`src/clk_ctrl_pkg.sv`:
```
package clk_ctrl_pkg;

  localparam int unsigned ADDR_W = 3;
  localparam int unsigned DATA_W = 8;
  localparam int unsigned MUL_W  = 12;

  // Register offsets
  localparam logic [2:0] OFF_LOOP_CONTROL      = 3'h0;
  localparam logic [2:0] OFF_BANDWIDTH_CONTROL = 3'h1;
  localparam logic [2:0] OFF_MULTIPLIER_HIGH   = 3'h2;
  localparam logic [2:0] OFF_MULTIPLIER_LOW    = 3'h3;
  localparam logic [2:0] OFF_VCO_RANGE_SELECT  = 3'h4;

  // loop_control field positions
  localparam int unsigned BIT_IE    = 7;
  localparam int unsigned BIT_FLAG  = 6;
  localparam int unsigned BIT_ON    = 5;
  localparam int unsigned BIT_BCS   = 4;
  localparam int unsigned BIT_RNG1  = 1;
  localparam int unsigned BIT_RNG0  = 0;

  // bandwidth_control field positions
  localparam int unsigned BIT_AUTO  = 7;
  localparam int unsigned BIT_LOCK  = 6;
  localparam int unsigned BIT_ACQ   = 5;

  // Reset values
  localparam logic       RST_IE        = 1'b0;
  localparam logic       RST_FLAG      = 1'b0;
  localparam logic       RST_ON        = 1'b1;
  localparam logic       RST_BCS       = 1'b0;
  localparam logic [1:0] RST_RANGE     = 2'h0;
  localparam logic       RST_AUTO      = 1'b0;
  localparam logic       RST_ACQ       = 1'b0;
  localparam logic [3:0] RST_MUL_HIGH  = 4'h0;
  localparam logic [7:0] RST_MUL_LOW   = 8'h40;
  localparam logic [7:0] RST_VCO_RANGE = 8'h40;

  // Edges of each clock waited for during a source switch
  localparam logic [1:0] SWITCH_EDGES  = 2'h3;

  // Number of synchronised inputs and their positions
  localparam int unsigned SYNC_N       = 4;
  localparam int unsigned SYN_LOCK     = 0;
  localparam int unsigned SYN_ACQ      = 1;
  localparam int unsigned SYN_XTAL     = 2;
  localparam int unsigned SYN_VCO      = 3;

endpackage : clk_ctrl_pkg

```
`src/clk_sel_if.sv`:
```
`timescale 1ns/1ps
interface clk_sel_if;
  logic select;
  logic vco_running;
  logic crystal_s;
  logic vco_s;
  logic base_out;
  logic switching;

  modport ctrl (
    output select,
    output vco_running,
    output crystal_s,
    output vco_s,
    input  base_out,
    input  switching
  );

  modport sw (
    input  select,
    input  vco_running,
    input  crystal_s,
    input  vco_s,
    output base_out,
    output switching
  );
endinterface : clk_sel_if

```
`src/sync2.sv`:
```
`timescale 1ns/1ps
module sync2 #(
  parameter int unsigned WIDTH = 1
) (
  input  wire logic             clk,
  input  wire logic             rst_n,
  input  wire logic [WIDTH-1:0] async_in,
  output logic      [WIDTH-1:0] sync_out
);

  // Refuse an empty synchroniser at elaboration
  if (WIDTH < 1) begin : g_width_chk
    $error("sync2: WIDTH must be at least 1");
  end

  typedef struct packed {
    logic [WIDTH-1:0] stage1;
    logic [WIDTH-1:0] stage2;
  } sync_state_t;

  sync_state_t s_r;
  sync_state_t s_nxt;

  // Stage one feeds only stage two
  always_comb begin
    s_nxt        = s_r;
    s_nxt.stage1 = async_in;
    s_nxt.stage2 = s_r.stage1;
  end

  always_ff @(posedge clk or negedge rst_n) begin
    if (!rst_n) begin
      s_r <= '0;
    end else begin
      s_r <= s_nxt;
    end
  end

  assign sync_out = s_r.stage2;

endmodule : sync2

```
`src/base_clock_switch.sv`:
```
`timescale 1ns/1ps
module base_clock_switch (
  input  wire logic clk,
  input  wire logic rst_n,
  clk_sel_if.sw     sel
);

  typedef enum logic [0:0] {
    SW_RUN,
    SW_WAIT
  } sw_mode_t;

  typedef struct packed {
    sw_mode_t   mode;
    logic       active;
    logic       xtal_d;
    logic       vco_d;
    logic [1:0] xtal_cnt;
    logic [1:0] vco_cnt;
    logic       out;
  } sw_state_t;

  sw_state_t s_r;
  sw_state_t s_nxt;

  logic xtal_rise;
  logic vco_rise;
  logic src_rise;
  logic edges_done;

  assign xtal_rise  = sel.crystal_s & ~s_r.xtal_d;
  assign vco_rise   = sel.vco_s & ~s_r.vco_d;
  assign src_rise   = s_r.active ? vco_rise : xtal_rise;
  // A stopped VCO cannot deliver edges, so it is not waited for
  assign edges_done = (s_r.xtal_cnt == clk_ctrl_pkg::SWITCH_EDGES) &&
                      ((s_r.vco_cnt == clk_ctrl_pkg::SWITCH_EDGES) || !sel.vco_running);

  always_comb begin
    s_nxt        = s_r;
    s_nxt.xtal_d = sel.crystal_s;
    s_nxt.vco_d  = sel.vco_s;
    case (s_r.mode)
      SW_RUN: begin
        if (sel.select != s_r.active) begin
          s_nxt.mode     = SW_WAIT;
          s_nxt.xtal_cnt = 2'h0;
          s_nxt.vco_cnt  = 2'h0;
        end else if (src_rise) begin
          s_nxt.out = ~s_r.out;
        end
      end
      SW_WAIT: begin
        // Output frozen while both clocks are counted out
        if (xtal_rise && s_r.xtal_cnt != clk_ctrl_pkg::SWITCH_EDGES) begin
          s_nxt.xtal_cnt = s_r.xtal_cnt + 2'h1;
        end
        if (vco_rise && s_r.vco_cnt != clk_ctrl_pkg::SWITCH_EDGES) begin
          s_nxt.vco_cnt = s_r.vco_cnt + 2'h1;
        end
        if (edges_done) begin
          s_nxt.mode   = SW_RUN;
          s_nxt.active = sel.select;
        end
      end
      default: begin
        s_nxt.mode = SW_RUN;
      end
    endcase
  end

  always_ff @(posedge clk or negedge rst_n) begin
    if (!rst_n) begin
      s_r <= '{mode: SW_RUN, active: clk_ctrl_pkg::RST_BCS, xtal_d: 1'b0, vco_d: 1'b0,
               xtal_cnt: 2'h0, vco_cnt: 2'h0, out: 1'b0};
    end else begin
      s_r <= s_nxt;
    end
  end

  assign sel.base_out  = s_r.out;
  assign sel.switching = (s_r.mode == SW_WAIT);

endmodule : base_clock_switch

```
`src/clock_control_regs.sv`:
```
`timescale 1ns/1ps
module clock_control_regs (
  input  wire logic        clk,
  input  wire logic        rst_n,
  input  wire logic [2:0]  addr,
  input  wire logic [7:0]  wdata,
  input  wire logic        wr,
  input  wire logic        rd,
  output logic      [7:0]  rdata,
  input  wire logic        lock_detect,
  input  wire logic        tracking_detect,
  input  wire logic        crystal_clock,
  input  wire logic        vco_clock,
  output logic             loop_enable,
  output logic             tracking_mode,
  output logic      [1:0]  range_exponent,
  output logic      [7:0]  vco_range_value,
  output logic      [11:0] feedback_multiplier,
  output logic             irq,
  output logic             base_clock_output,
  output logic             base_clock_switching
);

  typedef struct packed {
    logic       ie;
    logic       flag;
    logic       on;
    logic       base_clock_select;
    logic [1:0] range;
    logic       autobw;
    logic       acq_manual;
    logic       lock_prev;
    logic [3:0] mul_high;
    logic [7:0] mul_low;
    logic [7:0] vco_range;
    logic [7:0] rdata;
  } reg_state_t;

  reg_state_t s_r;
  reg_state_t s_nxt;

  logic [clk_ctrl_pkg::SYNC_N-1:0] raw_in;
  logic [clk_ctrl_pkg::SYNC_N-1:0] syn_in;

  clk_sel_if sel_bus ();

  // Analog and clock inputs all cross into the bus clock domain
  assign raw_in[clk_ctrl_pkg::SYN_LOCK] = lock_detect;
  assign raw_in[clk_ctrl_pkg::SYN_ACQ]  = tracking_detect;
  assign raw_in[clk_ctrl_pkg::SYN_XTAL] = crystal_clock;
  assign raw_in[clk_ctrl_pkg::SYN_VCO]  = vco_clock;

  sync2 #(
    .WIDTH (clk_ctrl_pkg::SYNC_N)
  ) u_sync (
    .clk      (clk),
    .rst_n    (rst_n),
    .async_in (raw_in),
    .sync_out (syn_in)
  );

  base_clock_switch u_switch (
    .clk   (clk),
    .rst_n (rst_n),
    .sel   (sel_bus.sw)
  );

  function automatic logic [11:0] effective_mul(input logic [3:0] hi, input logic [7:0] lo);
    logic [11:0] m;
    m = {hi, lo};
    effective_mul = (m == 12'h000) ? 12'h001 : m;
  endfunction : effective_mul

  function automatic logic addr_hit(input logic [2:0] a, input logic [2:0] off);
    addr_hit = (a == off);
  endfunction : addr_hit

  logic lock_sync;
  logic acq_sync;
  logic lock_ind;
  logic acq_view;
  logic lock_toggle;
  logic wr_loop;
  logic wr_bw;
  logic wr_mh;
  logic wr_ml;
  logic wr_vr;
  logic rd_loop;
  logic on_next;
  logic range_ok_next;
  logic [7:0] loop_view;
  logic [7:0] bw_view;
  logic [7:0] rd_mux;

  assign lock_sync = syn_in[clk_ctrl_pkg::SYN_LOCK];
  assign acq_sync  = syn_in[clk_ctrl_pkg::SYN_ACQ];

  // Lock indicator follows the detector only in automatic mode
  assign lock_ind    = s_r.autobw & lock_sync;
  assign lock_toggle = lock_ind != s_r.lock_prev;
  assign acq_view    = s_r.autobw ? acq_sync : s_r.acq_manual;

  assign wr_loop = wr && addr_hit(addr, clk_ctrl_pkg::OFF_LOOP_CONTROL);
  assign wr_bw   = wr && addr_hit(addr, clk_ctrl_pkg::OFF_BANDWIDTH_CONTROL);
  assign wr_mh   = wr && addr_hit(addr, clk_ctrl_pkg::OFF_MULTIPLIER_HIGH);
  assign wr_ml   = wr && addr_hit(addr, clk_ctrl_pkg::OFF_MULTIPLIER_LOW);
  assign wr_vr   = wr && addr_hit(addr, clk_ctrl_pkg::OFF_VCO_RANGE_SELECT);
  assign rd_loop = rd && addr_hit(addr, clk_ctrl_pkg::OFF_LOOP_CONTROL);

  always_comb begin
    loop_view = 8'h00;
    loop_view[clk_ctrl_pkg::BIT_IE]   = s_r.ie & s_r.autobw;
    loop_view[clk_ctrl_pkg::BIT_FLAG] = s_r.flag & s_r.autobw;
    loop_view[clk_ctrl_pkg::BIT_ON]   = s_r.on;
    loop_view[clk_ctrl_pkg::BIT_BCS]  = s_r.base_clock_select;
    loop_view[clk_ctrl_pkg::BIT_RNG1] = s_r.range[1];
    loop_view[clk_ctrl_pkg::BIT_RNG0] = s_r.range[0];
  end

  always_comb begin
    bw_view = 8'h00;
    bw_view[clk_ctrl_pkg::BIT_AUTO] = s_r.autobw;
    bw_view[clk_ctrl_pkg::BIT_LOCK] = lock_ind;
    bw_view[clk_ctrl_pkg::BIT_ACQ]  = acq_view;
  end

  always_comb begin
    case (addr)
      clk_ctrl_pkg::OFF_LOOP_CONTROL:      rd_mux = loop_view;
      clk_ctrl_pkg::OFF_BANDWIDTH_CONTROL: rd_mux = bw_view;
      clk_ctrl_pkg::OFF_MULTIPLIER_HIGH:   rd_mux = {4'h0, s_r.mul_high};
      clk_ctrl_pkg::OFF_MULTIPLIER_LOW:    rd_mux = s_r.mul_low;
      clk_ctrl_pkg::OFF_VCO_RANGE_SELECT:  rd_mux = s_r.vco_range;
      default:                             rd_mux = 8'h00;
    endcase
  end

  // Loop on value after this cycle's write, and the range check it meets
  assign on_next = wr_loop ? (wdata[clk_ctrl_pkg::BIT_ON] | s_r.base_clock_select) : s_r.on;
  assign range_ok_next = wr_vr && !s_r.on ? (wdata != 8'h00) : (s_r.vco_range != 8'h00);

  always_comb begin
    s_nxt           = s_r;
    s_nxt.lock_prev = lock_ind;
    s_nxt.rdata     = rd ? rd_mux : 8'h00;

    // Read clears the flag, but a toggle in the same cycle wins
    if (rd_loop) begin
      s_nxt.flag = 1'b0;
    end
    if (lock_toggle) begin
      s_nxt.flag = 1'b1;
    end

    if (wr_loop) begin
      if (s_r.autobw) begin
        s_nxt.ie = wdata[clk_ctrl_pkg::BIT_IE];
      end
      s_nxt.on = on_next;
      // Select can be set only if the loop was already on
      s_nxt.base_clock_select = wdata[clk_ctrl_pkg::BIT_BCS] & (s_r.on | s_r.base_clock_select);
      if (!s_r.on) begin
        s_nxt.range = {wdata[clk_ctrl_pkg::BIT_RNG1], wdata[clk_ctrl_pkg::BIT_RNG0]};
      end
    end

    // Forced clear of the select bit
    if (!on_next || !range_ok_next) begin
      s_nxt.base_clock_select = 1'b0;
    end

    if (wr_bw) begin
      s_nxt.autobw = wdata[clk_ctrl_pkg::BIT_AUTO];
      if (!s_r.autobw) begin
        s_nxt.acq_manual = wdata[clk_ctrl_pkg::BIT_ACQ];
      end
    end

    if (!s_r.on) begin
      if (wr_mh) begin
        s_nxt.mul_high = wdata[3:0];
      end
      if (wr_ml) begin
        s_nxt.mul_low = wdata;
      end
      if (wr_vr) begin
        s_nxt.vco_range = wdata;
      end
    end
  end

  always_ff @(posedge clk or negedge rst_n) begin
    if (!rst_n) begin
      s_r <= '{ie:         clk_ctrl_pkg::RST_IE,
               flag:       clk_ctrl_pkg::RST_FLAG,
               on:         clk_ctrl_pkg::RST_ON,
               base_clock_select:        clk_ctrl_pkg::RST_BCS,
               range:      clk_ctrl_pkg::RST_RANGE,
               autobw:     clk_ctrl_pkg::RST_AUTO,
               acq_manual: clk_ctrl_pkg::RST_ACQ,
               lock_prev:  1'b0,
               mul_high:   clk_ctrl_pkg::RST_MUL_HIGH,
               mul_low:    clk_ctrl_pkg::RST_MUL_LOW,
               vco_range:  clk_ctrl_pkg::RST_VCO_RANGE,
               rdata:      8'h00};
    end else begin
      s_r <= s_nxt;
    end
  end

  assign sel_bus.select      = s_r.base_clock_select;
  assign sel_bus.vco_running = loop_enable;
  assign sel_bus.crystal_s   = syn_in[clk_ctrl_pkg::SYN_XTAL];
  assign sel_bus.vco_s       = syn_in[clk_ctrl_pkg::SYN_VCO];

  assign rdata                = s_r.rdata;
  assign loop_enable          = s_r.on && (s_r.vco_range != 8'h00);
  assign tracking_mode        = acq_view;
  assign range_exponent       = s_r.range;
  assign vco_range_value      = s_r.vco_range;
  assign feedback_multiplier  = effective_mul(s_r.mul_high, s_r.mul_low);
  assign irq                  = s_r.flag & s_r.ie & s_r.autobw;
  assign base_clock_output    = sel_bus.base_out;
  assign base_clock_switching = sel_bus.switching;

endmodule : clock_control_regs

```
`config.mk`:
```
export PLATFORM = sky130hd
export DESIGN_NAME = clock_control_regs
export DESIGN_NICKNAME = d
export VERILOG_FILES = /design/src/clk_ctrl_pkg.sv /design/src/clk_sel_if.sv /design/src/sync2.sv /design/src/base_clock_switch.sv /design/src/clock_control_regs.sv
export SDC_FILE = /design/constraint.sdc
export NUM_CORES = 1
export LEC_CHECK = 0
export BUFFER_PORTS_ARGS = -buffer_cell sky130_fd_sc_hd__buf_2
export CAP_MARGIN = 20
export CORE_UTILIZATION = 40
export DETAILED_ROUTE_END_ITERATION = 16
export HOLD_SLACK_MARGIN = 0.05
export PLACE_DENSITY = 0.66
export SYNTH_ARGS = -nofsm -noshare
export SYNTH_HDL_FRONTEND = slang
export SYNTH_HIERARCHICAL = 1
export SYNTH_SLANG_ARGS = --single-unit
```
`constraint.sdc`:
```
create_clock -name clk -period 2.2 [get_ports clk]
set_clock_uncertainty 0.05 [all_clocks]
set_input_delay 0.22 -clock clk [delete_from_list [all_inputs] [get_ports clk]]
set_output_delay 0.22 -clock clk [all_outputs]
set_load 0.01 [all_outputs]
```
==> results by group <==
STA
  – Fin. max-slew vios: 0
  – RSZ-0062 raised after global routing: no
  – Achievable Freq: ~570 MHz
  – Setup TNS: 0 ps
  – Final hold violation count: 0
  – Fin crit period: 1764 ps
  – Setup violations, final: 0
  – Least-Margin Pin Slew: 539.7 ps
  – Slew headroom: 0.6402
  – Fraction of the cycle the final worst path needs: 0.8020

Floorplanning
  – # rows: 28
  – IO Count: 54
  – DIE HEIGHT: roughly 82 um
  – Die ar.: 0.006679 mm2
  – Die W: slightly above 80 um
  – Core Region: 0.006026 mm2
  – Starting Density: 0.4219

Global routing
  – Largest net degree at the start of global routing: 26
  – Vias in the first global route: 1596
  – Overflow after GRT: 0
  – First-pass GRT wire length: 8.114 mm
  – GRT Total Usage: 0.1667
  – Antenna violations before repair: 0

Finish
  – Layout fillers: 581
  – Post-Layout Inst Area: 0.002859 mm2
  – Final #Nets: 269
  – Antenna Cells: 0
  – Share of layout cells above drive strength 1: 0.4137
  – Synthesis-to-layout area growth: 12.45%

Min path
  – Hold Crit Class: input pin to register

Power
  – Sequential share of power: 0.519
  – Switching power: 0.0009356 W
  – Pint: approximately 0.0019 W
  – PD cells: 1002 mW/mm2
  – Leakage: 1.370 nW
  – Comb power frac: 0.271
  – Clock share of power: 0.210
  – IR drop worst, VDD: 0.5005 mV
  – Sw Share: 0.3265

Place
  – Post-DP Area: 0.002704 mm2
  – Routability cong.: between 0.8 and 0.9
  – I/O Buffers: 53
  – DPL Wire Length: 3.831 mm

Flow run
  – Max-cap violations: 0

Clocking
  – CTS tree: yes
  – Resize count post-CTS: 0
  – Clock slew at reported path FFs: 90 ps
  – Clk_lat worst skew: approximately 300 ps
  – H-Tree Depth: 2
  – Clk buf depth: 2
  – CTS sink cnt: 54
  – Root Driver: clkbuf_8
  – CTS buffer count: 5

Setup path
  – Max incr delay on CP: 460 ps
  – Worst R2R Setup Slack: 490 ps
  – Crit path required time: 1930 ps
  – Critical Path Fanout Max: 4
  – Startpoint class of the critical path: register
  – CP Cell Sequence: nor4_1 > a21oi_1 > buf_2
  – Crit path kind: register to output pin
  – Crit. End Element: output pin
  – Slowest CP cell: dfrtp_1
  – Arrival time at the worst endpoint: 1490 ps

Route
  – WL/cell: 15.84 um
  – Via density: 5.225
  – Drc violations: 0
  – Final WL: 5.131 mm
  – Final ANT Viol Nets: 0
  – Via count: 1693
  – Drt pass-1 iters: 4
  – Initial DRC Count: 96

Status
  – Status: finished clean

Synthesis
  – Asr flop ratio synth: 1.000
  – Post-synth EDFFs: 0
  – Synth Area per Inst: 11.83 um2
  – Seq/Total Area, Yosys: 0.5330
  – Post-Syn Area: 0.002542 mm2
  – Top_reg_cell synth: dfrtp_1
  – Post-Synthesis Cells: 215
  – Library cells used by synthesis: 46
  – Syn Nets: 236
  – Yosys warns: 6
  – Synth Register Bits: 54
==> final cells by class <==
cell class | count | area, um2 | share of cell area
sequential | 54 | 1355 | 0.4740
multi-input combinational | 119 | 934.6 | 0.3269
timing repair buffer | 62 | 345.3 | 0.1208
inverter | 6 | 25.02 | 0.008753
clock buffer | 7 | 96.34 | 0.03370
tap | 75 | 93.84 | 0.03282
clock inverter | 1 | 8.758 | 0.003063
==> routing by layer <==
layer  up-vias  part of all wire  global-route usage
li1        791                 -                   -
met1       834              0.49              0.2486
met2        62              0.44              0.2405
met3         6             0.064             0.03778
met4         0             0.011             0.04737
met5         -                 0                   0
==> repair_timing <==
item / 4_1_cts / 5_1_grt
setup buffers: 0 / 0
hold buffers: 5 / 0
hold endpoints to repair: 26 / 0
==> cell families (layout without fill, tap and decap cells) <==
logic type / after synthesis / count (layout) / share of synthesized area
flops: 54 / 54 / 0.5330
simple gates: 51 / 51 / 0.1201
buf+inv: 42 / 76 / 0.09941
mux: 34 / 34 / 0.1531
compound gates: 29 / 29 / 0.07431
xor+xnor: 3 / 3 / 0.01034
fa+ha+maj: 2 / 2 / 0.009841
==> critical path: cells and delay by family, from the launching register on <==
kind | cells | cell delay, ps
DFF | 1 | 460
and+or+nand+nor | 1 | 410
buffers and inverters | 1 | 170
AOI/OAI and AO/OA | 1 | 150
==> sequential cells by signal (all words and copies together), names as in the netlist <==
signal / flops
vco_range_value: 8
rdata: 8
u_switch/sel.switching: 1
u_switch/s_r: 7
range_exponent: 2
sel_bus.select: 1
loop_view: 1
u_sync/sync_out: 4
u_switch/sel.base_out: 1
bw_view: 1
s_r: 16
u_sync/s_nxt: 4
==> through the flow <==
step / hold WS, ps / util / power, W / std cells / setup slack, ps
after floorplan: -125.6 / - / 0.002052 / 215 / 510.8
after global routing: 110.5 / 0.4745 / 0.003034 / 324 / 337.1
after global placement: 182.4 / 0.4487 / 0.002262 / 311 / 552.3
after CTS: 104.7 / 0.4745 / 0.002894 / 324 / 451.3
after detailed placement: 183.4 / 0.4487 / 0.002283 / 311 / 523.2
final: 108.9 / 0.4745 / 0.002866 / 324 / 435.7
==> final timing paths <==
path / start / to / cells past startpoint
min in group asynchronous: rst_n / u_sync/s_nxt[1] / 2
worst max register to register: loop_view[5] / u_switch/s_r[7] / 5
worst min register to register: u_sync/s_nxt[1] / u_sync/sync_out[1] / 0
max in group asynchronous: rst_n / vco_range_value[6] / 3
worst min-delay path: wdata[6] / s_r[22] / 2
worst max-delay path: vco_range_value[2] / loop_enable / 3
==> power by group through the flow <==
stage / Combinational (W) / Clock, W / Sequential [W]
floorplan: 0.000629 / 0 / 0.00142
global placement: 0.000758 / 0 / 0.00150
detailed placement: 0.000775 / 0 / 0.00151
CTS: 0.000785 / 0.000620 / 0.00149
global route: 0.000853 / 0.000656 / 0.00152
finish: 0.000776 / 0.000601 / 0.00149
==> Yosys cell counts (2+ instances only) <==
cell       instances  area share
nand2_1           11       0.016
and2_1             4      0.0098
nand3b_1           3      0.0089
nand4bb_1          2      0.0089
clkbuf_1          13       0.019
a21oi_1            5      0.0098
inv_1              5      0.0074
buf_6              3       0.013
ha_1               2      0.0098
nor2_1             7       0.010
dfrtp_1           51        0.50
mux2_2            23        0.10
o211ai_1           2      0.0059
nor4_1             4      0.0098
mux2i_1            7       0.028
or2_1              3      0.0074
o21ai_1            2      0.0039
dfstp_2            3       0.031
buf_4             18       0.053
o22ai_1            5       0.012
xor2_1             2      0.0069
o21ai_0            3      0.0059
nor3_1             2      0.0039
o21a_1             2      0.0059
mux2_4             4       0.024
buf_2              2      0.0039
nand3_1            5      0.0098
a31oi_1            4      0.0098
==> cells in the final DEF, fill, tap and decap left out, types with 2 or more instances in the layout <==
cell type,Yosys,final
nor4_1,4,4
nand4bb_1,2,2
clkbuf_8,0,7
inv_1,5,5
buf_4,18,4
ha_1,2,2
mux2_4,4,4
buf_2,2,53
or2_1,3,3
dfrtp_1,51,51
dfstp_2,3,3
mux2_2,23,23
nor3_1,2,2
o21ai_1,2,2
nand3_1,5,5
nand3b_1,3,3
nand2_1,11,11
dlygate4sd3_1,0,5
o21ai_0,3,3
o211ai_1,2,2
mux2i_1,7,7
o21a_1,2,2
xor2_1,2,2
nor2_1,7,7
a21oi_1,5,5
o22ai_1,5,5
and2_1,4,4
a31oi_1,4,4
(Power assumes the default switching activity.)
